## config.mk

```make
export PLATFORM = sky130hd
export DESIGN_NAME = ecdp_channel
export DESIGN_NICKNAME = d
export VERILOG_FILES = /design/src/ecdp_pkg.sv /design/src/ecdp_channel.sv /design/src/ecdp_prescaler.sv
export VERILOG_INCLUDE_DIRS = /design/src
export SDC_FILE = /design/constraint.sdc
export NUM_CORES = 1
export LEC_CHECK = 0
export BUFFER_PORTS_ARGS = -buffer_cell sky130_fd_sc_hd__buf_2
export CORE_MARGIN = 2
export CORE_UTILIZATION = 45
export CTS_CLUSTER_SIZE = 14
export DETAILED_ROUTE_END_ITERATION = 8
export GPL_TIMING_DRIVEN = 1
export HOLD_SLACK_MARGIN = 0.03
export PLACE_DENSITY = 0.62
export SKIP_CTS_REPAIR_TIMING = 1
export SLEW_MARGIN = 20
export SYNTH_ARGS = -nofsm -noshare
export SYNTH_HDL_FRONTEND = slang
export SYNTH_SLANG_ARGS = --single-unit
```

## constraint.sdc

```tcl
create_clock -name mclk -period 2.7 [get_ports mclk]
set_clock_uncertainty 0.15 [all_clocks]
set_input_delay 0.27 -clock mclk [delete_from_list [all_inputs] [get_ports mclk]]
set_output_delay 0.27 -clock mclk [all_outputs]
set_load 0.03 [all_outputs]
```

## src/ecdp_map.svh

```systemverilog
// ecdp_map.svh: register offsets, field positions and reset values of one
// eight-bit counter/divider/pwm channel.
// assumes a plain 2-bit register address and 8-bit register data.
`ifndef ECDP_MAP_SVH
`define ECDP_MAP_SVH

// ----------------------------------------------------------------------
// register offsets
// ----------------------------------------------------------------------
`define ECDP_OFF_CTRL 2'h0
`define ECDP_OFF_MATCH 2'h1
`define ECDP_OFF_DUTY 2'h2
`define ECDP_OFF_STAT 2'h3

// ----------------------------------------------------------------------
// channel_control_reg fields
// ----------------------------------------------------------------------
`define ECDP_CTRL_PRESET_BIT 7
`define ECDP_CTRL_RUN_BIT 3
`define ECDP_CTRL_PRESRC_BIT 2

// ----------------------------------------------------------------------
// reset values and counter limits
// ----------------------------------------------------------------------
`define ECDP_RST_CTRL 8'h00
`define ECDP_RST_MATCH 8'h00
`define ECDP_RST_DUTY 8'h00
`define ECDP_CNT_TOP 8'hFF
`define ECDP_PRE_W 11
`define ECDP_LS_W 3

`endif

```

## src/ecdp_pkg.sv

```systemverilog
// ecdp_pkg.sv: types shared by the channel and its prescaler.
// assumes ecdp_map.svh for all offsets and values.
package ecdp_pkg;

   // mode codes, gray along event -> divider -> pwm
   typedef enum logic [1:0] {
      ECDP_MODE_EVT = 2'h0,
      ECDP_MODE_DIV = 2'h1,
      ECDP_MODE_PWM = 2'h3,
      ECDP_MODE_RSV = 2'h2
   } ecdp_mode_t;

   // source clock select codes
   typedef enum logic [2:0] {
      ECDP_SRC_DIV11 = 3'h0,
      ECDP_SRC_DIV7 = 3'h1,
      ECDP_SRC_DIV5 = 3'h2,
      ECDP_SRC_DIV3 = 3'h3,
      ECDP_SRC_LS = 3'h4,
      ECDP_SRC_DIV1 = 3'h5,
      ECDP_SRC_FULL = 3'h6,
      ECDP_SRC_NONE = 3'h7
   } ecdp_src_t;

   // channel_control_reg layout
   typedef struct packed {
      logic preset;
      ecdp_src_t src;
      logic run;
      logic pre_src;
      ecdp_mode_t mode;
   } ecdp_ctrl_t;

   // register port request
   typedef struct packed {
      logic [1:0] addr;
      logic [7:0] wdata;
      logic wr;
      logic rd;
   } ecdp_bus_req_t;

endpackage

```

## src/ecdp_channel.sv

```systemverilog
// ecdp_channel.sv: one 8-bit channel: event counter, divider output, pwm.
// assumes synchronous inputs, a plain register port and one clock mclk.
//
// Behaviour
// - event mode counts each falling input edge
// - event match raises irq, clears, keeps counting
// - match register unbuffered in event, divider modes
// - divider match toggles, clears, raises irq together
// - divider gives half period of match ticks
// - divider pin is inverse flop; preset; reset clears
// - divider stop holds pin; preset written afterwards
// - run bit stops; preset zero drives pin high
// - pwm toggles on duty match and overflow
// - pwm irq at overflow and clear
// - pwm pin is inverse flop; preset; reset clears
// - duty double buffered; stopped writes load immediately
// - duty read returns active value until irq
// - pwm stop holds pin; preset written afterwards
`timescale 1ns/10ps
`include "ecdp_map.svh"

module ecdp_channel (
   // clock and reset
   input wire logic mclk,
   input wire logic rst,
   // register port
   input wire ecdp_pkg::ecdp_bus_req_t bus_req,
   output logic [7:0] rd_data,
   // source inputs
   input wire logic event_input_pin,
   input wire logic low_speed_osc,
   // outputs
   output logic divider_out_pin,
   output logic pwm_out_pin,
   output logic channel_match_irq
);

   // ----------------------------------------------------------------------
   // state
   // ----------------------------------------------------------------------
   ecdp_pkg::ecdp_ctrl_t ctrl_r, ctrl_nxt;
   logic [7:0] match_value_reg_r, match_value_reg_nxt;
   logic [7:0] duty_stage_r, duty_stage_nxt;
   logic [7:0] duty_compare_reg_r, duty_compare_reg_nxt;
   logic [7:0] cnt_r, cnt_nxt;
   logic ff_r, ff_nxt;
   logic ev_prev_r, ev_prev_nxt;
   logic irq_r, irq_nxt;
   logic div_pin_r, div_pin_nxt;
   logic pwm_pin_r, pwm_pin_nxt;
   logic [7:0] rd_r, rd_nxt;

   logic src_tick;
   logic fall;
   logic [7:0] inc;
   ecdp_pkg::ecdp_ctrl_t wr_ctrl;

   // ----------------------------------------------------------------------
   // helpers
   // ----------------------------------------------------------------------
   function automatic logic [7:0] ecdp_bump(input logic [7:0] v);
      ecdp_bump = v + 8'h01;
   endfunction

   function automatic logic ecdp_hit(input logic [7:0] v, input logic [7:0] ref_v);
      ecdp_hit = (ecdp_bump(v) == ref_v);
   endfunction

   // ----------------------------------------------------------------------
   // source clock
   // ----------------------------------------------------------------------
   ecdp_prescaler u_pre (
      .mclk(mclk),
      .rst(rst),
      .src(ctrl_r.src),
      .pre_src(ctrl_r.pre_src),
      .low_speed_osc(low_speed_osc),
      .tick(src_tick)
   );

   // ----------------------------------------------------------------------
   // next state
   // ----------------------------------------------------------------------
   always_comb begin
      ctrl_nxt = ctrl_r;
      match_value_reg_nxt = match_value_reg_r;
      duty_stage_nxt = duty_stage_r;
      duty_compare_reg_nxt = duty_compare_reg_r;
      cnt_nxt = cnt_r;
      ff_nxt = ff_r;
      irq_nxt = 1'b0;
      ev_prev_nxt = event_input_pin;
      rd_nxt = 8'h00;
      wr_ctrl = ecdp_pkg::ecdp_ctrl_t'(bus_req.wdata);
      // input assumed to hold each phase two cycles or more
      fall = ev_prev_r & ~event_input_pin;
      inc = ecdp_bump(cnt_r);

      // register writes
      if (bus_req.wr) begin
         if (bus_req.addr == `ECDP_OFF_CTRL) begin
            ctrl_nxt = wr_ctrl;
            // preset only while stopped; the stopping write leaves the flop
            if (!ctrl_r.run) begin
               ff_nxt = wr_ctrl.preset;
            end
         end else if (bus_req.addr == `ECDP_OFF_MATCH) begin
            match_value_reg_nxt = bus_req.wdata;
         end else if (bus_req.addr == `ECDP_OFF_DUTY) begin
            duty_stage_nxt = bus_req.wdata;
            if (!ctrl_r.run) begin
               duty_compare_reg_nxt = bus_req.wdata;
            end
         end
      end

      // counting
      if (ctrl_r.run) begin
         case (ctrl_r.mode)
            ecdp_pkg::ECDP_MODE_EVT: begin
               if (fall) begin
                  if (ecdp_hit(cnt_r, match_value_reg_r)) begin
                     cnt_nxt = 8'h00;
                     irq_nxt = 1'b1;
                  end else begin
                     cnt_nxt = inc;
                  end
               end
            end
            ecdp_pkg::ECDP_MODE_DIV: begin
               if (src_tick) begin
                  if (ecdp_hit(cnt_r, match_value_reg_r)) begin
                     cnt_nxt = 8'h00;
                     ff_nxt = ~ff_r;
                     irq_nxt = 1'b1;
                  end else begin
                     cnt_nxt = inc;
                  end
               end
            end
            ecdp_pkg::ECDP_MODE_PWM: begin
               if (src_tick) begin
                  if (cnt_r == `ECDP_CNT_TOP) begin
                     cnt_nxt = 8'h00;
                     ff_nxt = ~ff_r;
                     irq_nxt = 1'b1;
                     // a write in this cycle is the one transferred
                     duty_compare_reg_nxt = duty_stage_nxt;
                  end else begin
                     cnt_nxt = inc;
                     if (inc == duty_compare_reg_r) begin
                        ff_nxt = ~ff_r;
                     end
                  end
               end
            end
            default: begin
               cnt_nxt = cnt_r;
            end
         endcase
      end else begin
         // stopped: counter cleared, flop and pins hold
         cnt_nxt = 8'h00;
      end

      // pins follow the inverse flop in every mode
      div_pin_nxt = ~ff_nxt;
      pwm_pin_nxt = ~ff_nxt;

      // register reads
      if (bus_req.rd) begin
         if (bus_req.addr == `ECDP_OFF_CTRL) begin
            rd_nxt = ctrl_r;
         end else if (bus_req.addr == `ECDP_OFF_MATCH) begin
            rd_nxt = match_value_reg_r;
         end else if (bus_req.addr == `ECDP_OFF_DUTY) begin
            rd_nxt = duty_compare_reg_r;
         end else begin
            rd_nxt = cnt_r;
         end
      end
   end

   // ----------------------------------------------------------------------
   // registers
   // ----------------------------------------------------------------------
   always_ff @(posedge mclk) begin
      if (rst) begin
         ctrl_r <= ecdp_pkg::ecdp_ctrl_t'(`ECDP_RST_CTRL);
         match_value_reg_r <= `ECDP_RST_MATCH;
         duty_stage_r <= `ECDP_RST_DUTY;
         duty_compare_reg_r <= `ECDP_RST_DUTY;
         cnt_r <= 8'h00;
         ff_r <= 1'b0;
         ev_prev_r <= 1'b1;
         irq_r <= 1'b0;
         div_pin_r <= 1'b1;
         pwm_pin_r <= 1'b1;
         rd_r <= 8'h00;
      end else begin
         ctrl_r <= ctrl_nxt;
         match_value_reg_r <= match_value_reg_nxt;
         duty_stage_r <= duty_stage_nxt;
         duty_compare_reg_r <= duty_compare_reg_nxt;
         cnt_r <= cnt_nxt;
         ff_r <= ff_nxt;
         ev_prev_r <= ev_prev_nxt;
         irq_r <= irq_nxt;
         div_pin_r <= div_pin_nxt;
         pwm_pin_r <= pwm_pin_nxt;
         rd_r <= rd_nxt;
      end
   end

   // ----------------------------------------------------------------------
   // outputs
   // ----------------------------------------------------------------------
   assign rd_data = rd_r;
   assign divider_out_pin = div_pin_r;
   assign pwm_out_pin = pwm_pin_r;
   assign channel_match_irq = irq_r;

endmodule

```

## src/ecdp_prescaler.sv

```systemverilog
// ecdp_prescaler.sv: source clock tick generator for one channel.
// assumes low_speed_osc is a level synchronous to mclk.
`timescale 1ns/10ps
`include "ecdp_map.svh"

module ecdp_prescaler (
   // clock and reset
   input wire logic mclk,
   input wire logic rst,
   // selection
   input wire ecdp_pkg::ecdp_src_t src,
   input wire logic pre_src,
   input wire logic low_speed_osc,
   // one-cycle source tick
   output logic tick
);

   logic [`ECDP_PRE_W-1:0] div_r, div_nxt;
   logic [`ECDP_LS_W-1:0] ls_cnt_r, ls_cnt_nxt;
   logic ls_prev_r, ls_prev_nxt;
   logic tick_r, tick_nxt;
   logic ls_tick;

   // ----------------------------------------------------------------------
   // divider chains and tap select
   // ----------------------------------------------------------------------
   always_comb begin
      ls_tick = low_speed_osc & ~ls_prev_r;
      div_nxt = div_r + `ECDP_PRE_W'h001;
      ls_prev_nxt = low_speed_osc;
      ls_cnt_nxt = ls_cnt_r;
      if (ls_tick) begin
         ls_cnt_nxt = ls_cnt_r + `ECDP_LS_W'h1;
      end
      case (src)
         ecdp_pkg::ECDP_SRC_DIV11: begin
            if (pre_src) begin
               tick_nxt = ls_tick & (&ls_cnt_r);
            end else begin
               tick_nxt = &div_r;
            end
         end
         ecdp_pkg::ECDP_SRC_DIV7: tick_nxt = &div_r[6:0];
         ecdp_pkg::ECDP_SRC_DIV5: tick_nxt = &div_r[4:0];
         ecdp_pkg::ECDP_SRC_DIV3: tick_nxt = &div_r[2:0];
         ecdp_pkg::ECDP_SRC_LS: tick_nxt = ls_tick;
         ecdp_pkg::ECDP_SRC_DIV1: tick_nxt = div_r[0];
         ecdp_pkg::ECDP_SRC_FULL: tick_nxt = 1'b1;
         default: tick_nxt = 1'b0;
      endcase
   end

   always_ff @(posedge mclk) begin
      if (rst) begin
         div_r <= '0;
         ls_cnt_r <= '0;
         ls_prev_r <= 1'b0;
         tick_r <= 1'b0;
      end else begin
         div_r <= div_nxt;
         ls_cnt_r <= ls_cnt_nxt;
         ls_prev_r <= ls_prev_nxt;
         tick_r <= tick_nxt;
      end
   end

   assign tick = tick_r;

endmodule

```

==> summary.txt <==
Port Buffers = 26
CP Data Arrival Time = 2640 ps
crit path capture type = flip-flop
max-cap viol count = 0
capturing point of the worst reg2reg path = cnt_r[7]$_SDFFE_PP0P_
ratio of cells with drive above 1 in the final layout = 17.9%
initial antenna violation count = 0
Final Max Tran Viols = 0
number of H-tree levels = 3
Detail Route Antenna Nets = 0
Max FO, Critical Path = 6
Finished Core Util = 51.5%
synth warn = 0
hold path depth = 3
cells after synthesis = 402
die height = 92.1 um
CTS clock-pin slew for the worst setup and hold paths = 90 ps
# diodes = 0
total gr overflow = 0
Buf+Inv Stages, Crit Path = 0
CTS Root Cell = clkbuf_8
Post-synth top flop = dfxtp_1
EDFF count, synth = 0
Worst R2R Path Depth = 7
Initial Utilization = 45.9%
GPL Wtd Cong = 0.963
Mean Syn Cell Area = 8.68 um^2
final worst-path cycle share = 94.6%
Setup violations, final = 0
CTS tree = built
Clock Path Buffers = 2
RR Startpoint = cnt_r[1]$_SDFFE_PP0P_
Worst path slowest cell = or4b_4
hold crit path type = primary input to flip-flop
core footprint = 7610 um^2
Die Span X = 92.1 um
Max VDD drop = 0.000360 V
Post-DP HPWL = 5980 um
Final nets = 453
largest net degree at the start of global routing = 42
first-pass GRT wire length = 13500 um
Pre-antenna DRT Iters = 4
ys async rst share = 0%
Worst-Skew Late Latency = 350 ps
Starting DRT DRC Count = 177
DRC errors left = 0
Worst R2R Setup Slack = 150 ps
post-synthesis cell type count = 56
top cells by area, synth = dfxtp_1 (39%), nor2_1 (5.9%), nand2_1 (5.4%), mux4_2 (4.5%), xnor2_1 (3.8%)
Global Route Usage Sum = 20.0%
# clock sinks = 68
CTS Buf Count = 9
# rows = 32
RSZ-0062 raised after global routing = false
Vias = 2914
fmax = 0.391 GHz
post-synthesis cell area = 3490 um^2
wire per inst = 14.7 um
CP required = 2790 ps
Worst-Margin Slew = 513 ps
Hold Path End = duty_stage_r[4]$_SDFF_PP0_
Crit Path Category = flip-flop to flip-flop
total count of hold-check failures in the final report = 0
critical path cell sequence = ha_1, xor2_1, or4b_4, nor3_4, a31oi_2, a31o_1, a21o_1
Period minus WS final = 2550 ps
status = finished, final reports clean
post-synth top area share = 39.0%
Slowest Stage Delay on Critical Path = 560 ps
Area growth syn-to-layout = 12.3%
sequential area share after synthesis = 39.0%
Net Count, Synth = 424
Power Density = 519 nW/um^2
drt via density = 5.42
min-delay src = bus_req[6]
CP top delay family = simple AND/OR/NAND/NOR gates
Die ar. = 8480 um^2
I/O pin cnt = 27
Total Neg Setup Slack = 0 ps
number of global-route vias before repair = 2708
post-synth top area cell = dfxtp_1
slew margin rel. = 65.6%
Worst setup SP type = flip-flop
P_leak = 1.60 nW
filler instances = 743
Yosys reg bits = 68
WL final = 7900 um
==> routing by layer <==
metal  up-vias  track usage [%]  share of wire (%)
met5         -                0                  0
met4         0             6.34                1.2
met3         7             3.62                5.2
met2        79             31.1                 45
met1      1374             28.2                 48
li1       1454                -                  -
==> per-stage QoR <==
stage / area [um^2] / power [mW] / hold WS [ps] / worst slack (ps) / std cells
2_1_floorplan: 3490 / 1.21 / 227 / 232 / 402
3_3_place_gp: 3720 / 1.26 / 294 / 239 / 520
3_5_place_dp: 3720 / 1.27 / 297 / 197 / 520
4_1_cts: 3900 / 2.05 / -27.3 / 173 / 536
5_1_grt: 3920 / 2.12 / 55.7 / 36.1 / 538
6_report: 3920 / 2.03 / 45.1 / 146 / 538
==> state kept, by name (all words and copies together), names as in the netlist <==
register and cells:
pwm_out_pin 1, duty_compare_reg_r 8, channel_match_irq 1, cnt_r 8
match_value_reg_r 8, u_pre.ls_prev_r 1, duty_stage_r 8, u_pre.ls_cnt_r 3
u_pre.tick 1, ctrl_r 8, ev_prev_r 1, rd_data 8
u_pre.div_r 11, ff_r 1
==> Yosys cell counts (all sizes together) (5+ instances only) <==
library cell / n
nand2: 50
xor2: 13
dfxtp: 68
a21oi: 25
mux4: 8
nand3: 18
nand2b: 5
nor2: 56
o21ai: 14
clkbuf: 12
buf: 13
nor4: 10
nor2b: 17
and3: 5
mux2i: 12
ha: 6
xnor2: 15
and4: 5
==> cell usage in the layout (no fill, tap or decap), types with 4 or more instances in the layout <==
cell type  Yosys  routed
dfxtp_1       68      68
nor2_1        55      55
nand2_1       50      50
buf_2          4      26
a21oi_1       24      24
nand3_1       18      18
nor2b_1       17      17
xnor2_1       15      15
buf_4          2      15
xor2_1        13      13
mux2i_1       12      12
o21ai_0       11      11
nor4_1        10      10
clkbuf_8       0      10
mux4_2         7       7
ha_1           6       6
and3_1         5       5
nand2b_1       5       5
and4_1         5       5
inv_1          4       4
==> power breakdown <==
part	internal, mW	switching, mW
clock network	0.366	0.422
logic	0.0800	0.105
registers	1.03	0.0287
==> kinds of logic after synthesis <==
logic type / share of synthesized area, %
xor gates and xnor gates: 7.03
adders and majority gates: 2.44
and+or+nand+nor: 27.0
buffers and inverters: 4.55
muxes: 9.36
AOI/OAI and AO/OA: 10.6
DFF: 39.0
==> cell type report <==
cell class / instances / area [um^2] / share of cell area (%)
Multi-Input combinational cell: 305 / 1970 / 50.2
Tap cell: 102 / 128 / 3.26
Timing Repair Buffer: 43 / 263 / 6.70
Sequential cell: 68 / 1360 / 34.7
Clock inverter: 6 / 46.3 / 1.18
Inverter: 4 / 15.0 / 0.383
Clock buffer: 10 / 138 / 3.51
==> worst register-to-register path: cells and delay by family, from the launching register on <==
family,cells,cell delay (ps)
adders and majority gates,1,340
AOI/OAI and AO/OA,3,580
DFF,1,350
and+or+nand+nor,2,870
xor gates and xnor gates,1,160
==> worst max path at each step <==
stage	startpoint	end	slack, ps	cells after the start
after floorplan	cnt_r[0]$_SDFFE_PP0P_	cnt_r[7]$_SDFFE_PP0P_	230	7
after global placement	cnt_r[1]$_SDFFE_PP0P_	cnt_r[7]$_SDFFE_PP0P_	240	7
after detailed placement	cnt_r[1]$_SDFFE_PP0P_	cnt_r[7]$_SDFFE_PP0P_	200	7
after CTS	cnt_r[1]$_SDFFE_PP0P_	cnt_r[7]$_SDFFE_PP0P_	170	7
after global routing	cnt_r[1]$_SDFFE_PP0P_	cnt_r[7]$_SDFFE_PP0P_	40	7
final	cnt_r[1]$_SDFFE_PP0P_	cnt_r[7]$_SDFFE_PP0P_	150	7
Note: power is estimated with default switching activity, not from simulation.
